==> src/hdl/fpcd_pkg.sv <==
// Package for the flash protection and query command host controller.
// Assumes a 25 MHz system clock and an asynchronous parallel flash on the pins.
package fpcd_pkg;
   // Clock rate and bus widths
   localparam int CLK_MHZ = 25;
   localparam int ADDR_W = 25;
   localparam int DATA_W = 16;
   localparam int CNT_W = 8;
   // Bus cycle times in ns; the flash timing is not given here, so plain values
   localparam int T_WP_NS = 35;
   localparam int T_ACC_NS = 70;
   localparam int T_GAP_NS = 20;
   // Least times round up to whole cycles, never below one
   function automatic int ns2cyc(input int ns);
      int c;
      c = (ns * CLK_MHZ + 999) / 1000;
      return (c < 1) ? 1 : c;
   endfunction
   localparam int CYC_WP = ns2cyc(T_WP_NS);
   localparam int CYC_ACC = ns2cyc(T_ACC_NS);
   localparam int CYC_GAP = ns2cyc(T_GAP_NS);
   localparam int SYNC_LAT = 3;
   // Command codes on the data bus
   localparam logic [7:0] C_UNLK1 = 8'hAA;
   localparam logic [7:0] C_UNLK2 = 8'h55;
   localparam logic [7:0] C_LOCK = 8'h40;
   localparam logic [7:0] C_NVB = 8'hC0;
   localparam logic [7:0] C_FRZ = 8'h50;
   localparam logic [7:0] C_VOL = 8'hE0;
   localparam logic [7:0] C_PROG = 8'hA0;
   localparam logic [7:0] C_ERS = 8'h80;
   localparam logic [7:0] C_ERSC = 8'h30;
   localparam logic [7:0] C_EXIT = 8'h90;
   localparam logic [7:0] C_ZERO = 8'h00;
   localparam logic [7:0] C_ONE = 8'h01;
   localparam logic [7:0] C_CFI = 8'h98;
   localparam logic [7:0] C_RESET = 8'hF0;
   // Unlock and query addresses, word and byte addressing
   localparam logic [11:0] A_W1 = 12'h555;
   localparam logic [11:0] A_W2 = 12'h2AA;
   localparam logic [11:0] A_B1 = 12'hAAA;
   localparam logic [11:0] A_B2 = 12'h555;
   localparam logic [11:0] A_CFIW = 12'h055;
   localparam logic [11:0] A_CFIB = 12'h0AA;
   // Commands the user side may ask for
   typedef enum logic [3:0] {
      OP_LOCK_ENTER, OP_LOCK_PROG, OP_NVB_ENTER, OP_NVB_PROG, OP_NVB_ERASE,
      OP_FRZ_ENTER, OP_FRZ_SET, OP_VOL_ENTER, OP_VOL_SET, OP_VOL_CLR,
      OP_MODE_EXIT, OP_STATUS_READ, OP_CFI_ENTER, OP_CFI_READ, OP_CFI_RESET
   } fpcd_op_t;
   // Command mode the flash is believed to be in
   typedef enum logic [5:0] {
      MD_ARRAY = 6'b00_0001, MD_LOCK = 6'b00_0010, MD_NVB = 6'b00_0100,
      MD_FRZ = 6'b00_1000, MD_VOL = 6'b01_0000, MD_CFI = 6'b10_0000
   } fpcd_mode_t;
   // Bus cycle sequencer states
   typedef enum logic [4:0] {
      ST_IDLE = 5'b0_0001, ST_SETUP = 5'b0_0010, ST_STROBE = 5'b0_0100,
      ST_CAPT = 5'b0_1000, ST_HOLD = 5'b1_0000
   } fpcd_state_t;
   // User request
   typedef struct packed {
      fpcd_op_t op;
      logic [ADDR_W-1:0] addr;
      logic [7:0] data;
   } fpcd_req_t;
   // Flash pins driven by the host
   typedef struct packed {
      logic [ADDR_W-1:0] addr;
      logic [DATA_W-1:0] dq;
      logic dqOe;
      logic ceN;
      logic weN;
      logic oeN;
   } fpcd_pins_t;
   // One bus cycle of a command sequence
   typedef struct packed {
      logic isRead;
      logic last;
      logic [ADDR_W-1:0] addr;
      logic [7:0] dq;
   } fpcd_step_t;
endpackage

==> src/hdl/fpcd_host_ctrl.sv <==
// Host controller issuing protection and query command sequences to a flash.
// Assumes one request at a time on the user side and a flash on the pins.
//
// Behaviour
// - Lock register: enter 40, program A0, exit 90/00
// - Non-volatile bits: enter C0, program, erase 80/30
// - Freeze: enter 50, set A0/00, read, exit
// - Volatile bits: enter E0, set 00, clear 01
// - Host issues only defined command codes
// - Query entry: 98 at 55 word, AA byte
// - Query mode left only by reset command
`timescale 1ns/1ps
`default_nettype none
module fpcd_host_ctrl (
   // Clock and reset
   input wire logic clk,
   input wire logic rst,
   // User request port
   input wire logic reqValid,
   input wire fpcd_pkg::fpcd_req_t req,
   input wire logic byteMode,
   output logic busy,
   output logic done,
   output logic err,
   output logic [fpcd_pkg::DATA_W-1:0] rdData,
   output fpcd_pkg::fpcd_mode_t mode,
   // Flash pins
   output fpcd_pkg::fpcd_pins_t pins,
   input wire logic [fpcd_pkg::DATA_W-1:0] dqIn
);
   import fpcd_pkg::*;

   // Whole module state
   typedef struct packed {
      fpcd_state_t state;
      fpcd_mode_t mode;
      fpcd_req_t req;
      logic byteM;
      logic [1:0] step;
      logic [CNT_W-1:0] cnt;
      fpcd_pins_t pins;
      logic [DATA_W-1:0] dqS1;
      logic [DATA_W-1:0] dqS2;
      logic [DATA_W-1:0] dqS3;
      logic [DATA_W-1:0] rdData;
      logic busy;
      logic done;
      logic err;
   } fpcd_regs_t;

   fpcd_regs_t s_reg; // Registered state
   fpcd_regs_t s_next; // Next state
   fpcd_step_t cur; // Bus cycle now being run

   // Idle pins: all strobes high, bus released
   localparam fpcd_pins_t PINS_IDLE = '{addr: '0, dq: '0, dqOe: 1'b0,
      ceN: 1'b1, weN: 1'b1, oeN: 1'b1};

   // Zero-extend a short constant address
   function automatic logic [ADDR_W-1:0] ext(input logic [11:0] a);
      return {{(ADDR_W-12){1'b0}}, a};
   endfunction

   // Third code of each mode entry sequence
   function automatic logic [7:0] entryCode(input fpcd_op_t op);
      case (op)
         OP_LOCK_ENTER: return C_LOCK;
         OP_NVB_ENTER: return C_NVB;
         OP_FRZ_ENTER: return C_FRZ;
         default: return C_VOL;
      endcase
   endfunction

   // Bus cycle number idx of a command sequence
   function automatic fpcd_step_t stepOf(input fpcd_req_t r, input logic [1:0] idx,
         input logic bm);
      fpcd_step_t t;
      t = '{isRead: 1'b0, last: 1'b0, addr: '0, dq: C_ZERO};
      case (r.op)
         OP_LOCK_ENTER, OP_NVB_ENTER, OP_FRZ_ENTER, OP_VOL_ENTER: begin
            // Two unlock writes, then the mode code
            t.addr = ext((idx == 2'd1) ? (bm ? A_B2 : A_W2) : (bm ? A_B1 : A_W1));
            t.dq = (idx == 2'd0) ? C_UNLK1 : (idx == 2'd1) ? C_UNLK2 : entryCode(r.op);
            t.last = (idx == 2'd2);
         end
         OP_LOCK_PROG: begin
            // Program opener, then the new lock value
            t.dq = (idx == 2'd0) ? C_PROG : r.data;
            t.last = (idx != 2'd0);
         end
         OP_NVB_PROG, OP_VOL_SET, OP_VOL_CLR, OP_FRZ_SET: begin
            // Opener, then 00 or 01 at the sector address; freeze set writes 00 at address zero
            t.addr = (idx == 2'd0 || r.op == OP_FRZ_SET) ? '0 : r.addr;
            t.dq = (idx == 2'd0) ? C_PROG : (r.op == OP_VOL_CLR) ? C_ONE : C_ZERO;
            t.last = (idx != 2'd0);
         end
         OP_NVB_ERASE: begin
            // Erase opener, confirm at address zero
            t.dq = (idx == 2'd0) ? C_ERS : C_ERSC;
            t.last = (idx != 2'd0);
         end
         OP_MODE_EXIT: begin
            t.dq = (idx == 2'd0) ? C_EXIT : C_ZERO;
            t.last = (idx != 2'd0);
         end
         OP_STATUS_READ, OP_CFI_READ: begin
            // Single read; the flash halves the query address in byte mode
            t.isRead = 1'b1;
            t.addr = r.addr;
            t.last = 1'b1;
         end
         OP_CFI_ENTER: begin
            t.addr = ext(bm ? A_CFIB : A_CFIW);
            t.dq = C_CFI;
            t.last = 1'b1;
         end
         OP_CFI_RESET: begin
            t.dq = C_RESET;
            t.last = 1'b1;
         end
         default: t.last = 1'b1;
      endcase
      return t;
   endfunction

   // Only sequences that are defined in the present mode are sent
   function automatic logic opAllowed(input fpcd_op_t op, input fpcd_mode_t m);
      case (op)
         OP_LOCK_ENTER, OP_NVB_ENTER, OP_FRZ_ENTER, OP_VOL_ENTER,
         OP_CFI_ENTER: return m == MD_ARRAY;
         OP_LOCK_PROG: return m == MD_LOCK;
         OP_NVB_PROG, OP_NVB_ERASE: return m == MD_NVB;
         OP_FRZ_SET: return m == MD_FRZ;
         OP_VOL_SET, OP_VOL_CLR: return m == MD_VOL;
         OP_MODE_EXIT, OP_STATUS_READ: return m inside {MD_LOCK, MD_NVB, MD_FRZ, MD_VOL};
         OP_CFI_READ, OP_CFI_RESET: return m == MD_CFI;
         default: return 1'b0;
      endcase
   endfunction

   // Mode after a finished sequence
   function automatic fpcd_mode_t modeAfter(input fpcd_op_t op, input fpcd_mode_t m);
      case (op)
         OP_LOCK_ENTER: return MD_LOCK;
         OP_NVB_ENTER: return MD_NVB;
         OP_FRZ_ENTER: return MD_FRZ;
         OP_VOL_ENTER: return MD_VOL;
         OP_CFI_ENTER: return MD_CFI;
         OP_MODE_EXIT, OP_CFI_RESET: return MD_ARRAY;
         default: return m;
      endcase
   endfunction

   assign cur = stepOf(s_reg.req, s_reg.step, s_reg.byteM);

   // Next-state logic for the sequencer
   always_comb begin
      s_next = s_reg;
      s_next.done = 1'b0;
      // Three-stage input sampler for the data bus
      s_next.dqS1 = dqIn;
      s_next.dqS2 = s_reg.dqS1;
      s_next.dqS3 = s_reg.dqS2;
      case (s_reg.state)
         ST_IDLE: begin
            if (reqValid) begin
               s_next.req = req;
               s_next.byteM = byteMode;
               s_next.step = 2'd0;
               if (opAllowed(req.op, s_reg.mode)) begin
                  s_next.state = ST_SETUP;
                  s_next.busy = 1'b1;
               end else begin
                  // Undefined in this mode: refused, nothing on the bus
                  s_next.done = 1'b1;
                  s_next.err = 1'b1;
               end
            end
         end
         ST_SETUP: begin
            // Address, data and chip enable settle before the strobe
            s_next.pins.addr = cur.addr;
            s_next.pins.dq = {{(DATA_W-8){1'b0}}, cur.dq};
            s_next.pins.dqOe = ~cur.isRead;
            s_next.pins.ceN = 1'b0;
            s_next.state = ST_STROBE;
            s_next.cnt = '0;
         end
         ST_STROBE: begin
            // Write pulse or output enable for the required time
            s_next.pins.weN = cur.isRead;
            s_next.pins.oeN = ~cur.isRead;
            s_next.cnt = s_reg.cnt + 1'b1;
            if (!cur.isRead && s_reg.cnt == CNT_W'(CYC_WP)) begin
               s_next.pins.weN = 1'b1;
               s_next.state = ST_HOLD;
               s_next.cnt = '0;
            end else if (cur.isRead && s_reg.cnt == CNT_W'(CYC_ACC + SYNC_LAT)) begin
               s_next.state = ST_CAPT;
            end
         end
         ST_CAPT: begin
            // Take the bus value once two sampled copies agree
            if (s_reg.dqS2 == s_reg.dqS3) begin
               s_next.rdData = s_reg.dqS3;
               s_next.pins.oeN = 1'b1;
               s_next.state = ST_HOLD;
               s_next.cnt = '0;
            end
         end
         ST_HOLD: begin
            // Recovery gap with strobes high before the next bus cycle
            s_next.pins.ceN = 1'b1;
            s_next.pins.dqOe = 1'b0;
            s_next.cnt = s_reg.cnt + 1'b1;
            if (s_reg.cnt == CNT_W'(CYC_GAP)) begin
               if (cur.last) begin
                  s_next.state = ST_IDLE;
                  s_next.busy = 1'b0;
                  s_next.done = 1'b1;
                  s_next.err = 1'b0;
                  s_next.mode = modeAfter(s_reg.req.op, s_reg.mode);
               end else begin
                  s_next.step = s_reg.step + 2'd1;
                  s_next.state = ST_SETUP;
               end
            end
         end
         default: begin
            s_next.state = ST_IDLE;
            s_next.pins = PINS_IDLE;
            s_next.busy = 1'b0;
         end
      endcase
   end

   // State register
   always_ff @(posedge clk or posedge rst) begin
      if (rst) begin
         s_reg <= '{state: ST_IDLE, mode: MD_ARRAY, req: '0, byteM: 1'b0, step: 2'd0,
            cnt: '0, pins: PINS_IDLE, dqS1: '0, dqS2: '0, dqS3: '0, rdData: '0,
            busy: 1'b0, done: 1'b0, err: 1'b0};
      end else begin
         s_reg <= s_next;
      end
   end

   // Outputs straight from the state register
   assign busy = s_reg.busy;
   assign done = s_reg.done;
   assign err = s_reg.err;
   assign rdData = s_reg.rdData;
   assign mode = s_reg.mode;
   assign pins = s_reg.pins;
endmodule
`default_nettype wire

==> config.mk <==
export PLATFORM = sky130hd
export DESIGN_NAME = fpcd_host_ctrl
export DESIGN_NICKNAME = d
export VERILOG_FILES = /design/src/hdl/fpcd_pkg.sv /design/src/hdl/fpcd_host_ctrl.sv
export SDC_FILE = /design/constraint.sdc
export NUM_CORES = 1
export LEC_CHECK = 0
export BUFFER_PORTS_ARGS = -buffer_cell sky130_fd_sc_hd__buf_2
export CORE_MARGIN = 2
export CORE_UTILIZATION = 30
export DETAILED_ROUTE_END_ITERATION = 7
export GPL_TIMING_DRIVEN = 0
export PLACE_DENSITY_LB_ADDON = 0.08
export SLEW_MARGIN = 10
export SYNTH_ARGS = -nofsm -noshare
export SYNTH_HDL_FRONTEND = slang
export SYNTH_SLANG_ARGS = --single-unit
==> constraint.sdc <==
create_clock -name clk -period 6.1 [get_ports clk]
set_clock_uncertainty 0.1 [all_clocks]
set_input_delay 0.915 -clock clk [delete_from_list [all_inputs] [get_ports clk]]
set_output_delay 0.915 -clock clk [all_outputs]
set_load 0.01 [all_outputs]
[Word level (Yosys, flattened, before mapping)]
Cells that the tools add are included.
Widths: inputs -> output; s select.
Storage, ports and cells
  register bits: 171
Operators by class
  add/subtract/negate cells: 2
  equal/unequal tests: 52
  multiplexer cells: 50
  bitwise operators: 3
  reduce and logical (&&, ||, !) cells: 36
Operator list (count)
  $pmux 25 s4: 1
  $pmux 41 s2: 1
  $mux 8: 9
  $eq 4x4->1 const B: 14
  $pmux 8 s7: 1
  $pmux 6 s6: 1
  $eq 4x3->1 const B: 8
  $pmux 8 s4: 1
  $mux 25: 1
  $mux 5: 5
  $pmux 5 s5: 1
  $mux 12: 2
  $pmux 8 s3: 1
  $mux 11: 2
  $eq 16x16->1: 1
  $eq 4x2->1 const B: 4
  $reduce_or 4->1: 4
  $reduce_and 5->1: 3
  $ne 2x2->1 const B: 7
  $pmux 2 s2: 3
  $reduce_or 2->1: 6
  $mux 2: 5
  $mux 3: 3
  $reduce_or 3->1: 3
  37 further kinds: 56

[Depth between registers and ports, before layout]
  word-level depth: 8
  gate-level depth with buffers: 8

[Worst setup path before layout]
OpenSTA, ideal clock, no wires.
  path type: input-to-reg
  start point: in req[34] (netlist name)
  end point: reg s_reg (netlist bit busy)
  setup time: 141 ps
  arrival time: 2122 ps
  required time: 5859 ps
  setup slack: 3736 ps
  cell stages on the path: 6
  buffers on the path: 1
  path through: clkbuf_1 -> nor3b_1 -> a22oi_1 -> a311oi_1 -> nor4_1 -> o22ai_1
Between the ends
  word-level cells in the longest chain between the ends: 7
  elaborated cells between the ends (all ways): 25
  classes of those cells: eq/ne (15); mux (3); reduce/logical (7)
RTL lines
  from (decl): line fpcd_host_ctrl.sv:20  | input wire fpcd_pkg::fpcd_req_t req,
  $eq 4x2->1 (tied with other cells): line fpcd_host_ctrl.sv:128  | case (op)
  $reduce_or 5->1 or $reduce_or 2->1 (tied branches): line fpcd_host_ctrl.sv:128
  $pmux 1 s7 *: line fpcd_host_ctrl.sv:128
  $mux 1 *: line fpcd_host_ctrl.sv:166  | if (reqValid) begin
  $mux 1 *: line fpcd_host_ctrl.sv:164  | case (s_reg.state)
  $ne 2x2->1 (no line) *
  $reduce_and 5->1 (no line) *
  to (signal assigned): line fpcd_host_ctrl.sv:240  | s_reg <= '{state: ST_IDLE, mode: MD_ARRAY, req: '0, byteM: 1'b0, step: 2'd0,
  to (signal assigned): line fpcd_host_ctrl.sv:244  | s_reg <= s_next;
  to (decl): line fpcd_host_ctrl.sv:51  | fpcd_regs_t s_reg;
Mark *: on every way between the ends. The rest lies on a longest branch, timed or not. The select of a mux whose other input is x is not followed.
A chain may end at the register's enable or synchronous reset.

[Worst setup path after layout]
  start point: reg s_reg[31] (netlist name)
  end point: reg s_reg (netlist bit rdData[0])
Between the ends
  word-level cells in the longest chain between the ends: 2
RTL lines
  $eq 16x16->1: line fpcd_host_ctrl.sv:204  | if (s_reg.dqS2 == s_reg.dqS3) begin
  $reduce_and 2->1 (no line)
Every way passes these cells.

==> impl_metrics.toml <==
[logic_synthesis]
synth-edff-count = 0
synthCells = 717
synth_sequential_area_ratio_pct = 55.3
synth.avg_cell_area_um2 = 10.3
synth-seq-cells = 163
synth-main-ff-cell = "dfrtp_1"
syn_area_um2 = 7380
synthArstFlopShare_pct = 100
yosysUniqueCellTypes = 65
yosys_warnings = 0

[setup_path]
crit_path_start_kind = "flop"
rr_endpoint = "rdData[0]"
worst-setup-path-type = "flop to flop"
reg2reg_depth = 7
r2r_slack_ns = 3.49
cp_max_fo = 10
arrival_ns = 2.82
crit_required_ns = 6.31
endpoint_kind = "flop"
reg2reg_from = "s_reg[31]"

[global_routing]
first_global_vias = 5705
antenna_found_initial = 0
grt_use_total_pct = 14.8
grt_pass1_wl_mm = 30.2
grt_overflow_total = 0
grt_start_max_net_pins = 97

[pwr]
pwr-share-clk_pct = 43.9
p_comb_share_pct = 8.0
power_density_nw_per_um2 = 263
switching_share_pct = 26.3
finalPower_mw = 2.37
leakage_nw = 4.48
intPower_mw = 1.75
peakVddDrop_mv = 0.161
seq_power_share_pct = 48.2
p_sw_mw = 0.625

[timing]
maxSlewViolCount = 0
setup_violations = 0
tightest_slew_ns = 0.824
maxSlewHeadroom_pct = 44.6
rsz0062_at_grt = "false"
tns_ns = 0
finalHoldViolations = 0
final.min_clock_period_ns = 2.61
fmax_ghz = 0.383
finalCritPeriodShare_pct = 42.8

[clock_network]
clock_latency_ns = 0.43
cts.path.max_buffers = 2
numCtsBuffers = 17
ctsResizeCount = 0
hold_buffers = 0
path_clk_slew_ns = 0.07
cts.root.buffer_cell = "clkbuf_16"
h-tree-depth = 4
post_cts_buffers = 0
clock_sinks = 163
cts_tree = "done"

[layout]
area_growth_pct = 22.0
drive_above_1_share_pct = 29.1
fin_nets = 925
antenna_cells = 0
largest_reg_flops = 69
final_cell_mix = "158 x dfrtp_1, 142 x nand2_1, 132 x buf_2"
utilization_pct = 37.1
layout_commonest_cell = "dfrtp_1"

[floorplanning]
die_x_um = 161
ios = 127
dieArea_um2 = 25900
start_util_pct = 30.4
coreArea_um2 = 24200
die_h_um = 161
rows = 57

[outcome]
outcome = "completed"

[drt]
vias = 5480
wl_met3_um = 908
totalWireLength_mm = 18.5
dr.pass1.iters = 4
dr_wl_met2_mm = 8.73
via_per_inst = 4.57
dr.first_iter.drc_count = 322
wire_per_inst_um = 15.5
wl_met1_mm = 8.70
ant_nets = 0
highest_layer = "met4"
drc = 0

[placed_design]
io_buffers = 117
dp_hpwl_mm = 13.4
place_congestion = 0.834

[min_path]
hold_class = "flop to flop"
hold_depth = 0
min-delay-start = "s_next[47]"
hold-path-endpoint = "s_next[31]"

[flow_run]
drv_cap = 0
-- per-layer routing --
layer,global-route usage [%],vias up
li1,-,2663
met1,20.0,2669
met2,23.7,133
met3,3.54,15
met4,4.75,0
met5,0,-
-- synthesized netlist by cell type (all sizes together) (5+ instances only) --
cell      n  area [um2]
a21oi    29         145
a22o     15         131
a31oi     8        50.1
a32o      6        60.1
buf      87         608
clkbuf   13        48.8
dfrtp   158        3950
dfstp     5         131
ha        7        87.6
inv      20        75.1
mux2     17         191
nand2   142         533
nand2b    6        37.5
nand3    14        75.1
nand4     9        56.3
nor2     25        93.8
nor2b    12        75.1
nor3      6        30.0
nor4      6        52.6
o21ai    38         190
o22ai     9        56.3
xnor2    20         175
-- power groups by stage --
stage,clock network [mW],logic [mW],registers (mW)
5_1_grt,1.12,0.213,1.15
6_report,1.04,0.189,1.14
3_3_place_gp,0,0.187,1.16
2_1_floorplan,0,0.124,1.16
3_5_place_dp,0,0.191,1.16
4_1_cts,1.07,0.192,1.14
-- logic make-up (layout without fill, tap and decap cells) --
| logic type | after synthesis | after routing | synth area share [%] |
|---|---|---|---|
| AOI/OAI and AO/OA | 138 | 138 | 12.2 |
| xor gates and xnor gates | 23 | 23 | 2.73 |
| adders and majority gates | 7 | 7 | 1.19 |
| buffers and inverters | 120 | 270 | 9.92 |
| DFF | 163 | 163 | 55.3 |
| muxes | 18 | 18 | 2.73 |
| other | 1 | 8 | 0.0508 |
| and+or+nand+nor | 247 | 247 | 15.8 |
-- stage by stage --
stage,hold WS (ns),instance area (um2),instances,worst slack [ns]
after floorplan,0.231,7410,724,0.688
after global placement,0.234,8400,1165,-1.13
after detailed placement,0.235,8430,1166,3.13
after CTS,0.247,9010,1198,3.38
after global routing,0.256,9010,1198,3.20
final,0.248,9010,1198,3.49
-- area by class of cell --
type                            instances  area (um2)
Tap cell                              324         405
Fill cell                            2523       15200
Multi-Input combinational cell        441        2590
Clock inverter                         12         116
Clock buffer                           20         457
Timing Repair Buffer                  118         613
Buffer                                100         657
Inverter                               20        82.6
Sequential cell                       163        4090
-- critical path: stages, from the launching register on --
cell,delay [ns]
dfrtp_1,0.39
xnor2_1,0.17
nand4_1,0.15
nor4_1,0.61
nor2b_1,0.20
buf_2,0.26
buf_4,0.26
mux2_1,0.35
-- worst max path at each step --
stage	from	endpoint	slack (ns)	cells past startpoint
finish	s_reg[31]	rdData[0]	3.49	7
global route	s_reg[31]	rdData[0]	3.20	7
CTS	s_reg[31]	rdData[0]	3.38	7
detailed placement	req[34]	busy	3.13	6
global placement	rst	pins[10]	-1.13	2
floorplan	rst	busy	0.69	1
Power figures use the tool's default switching activity.
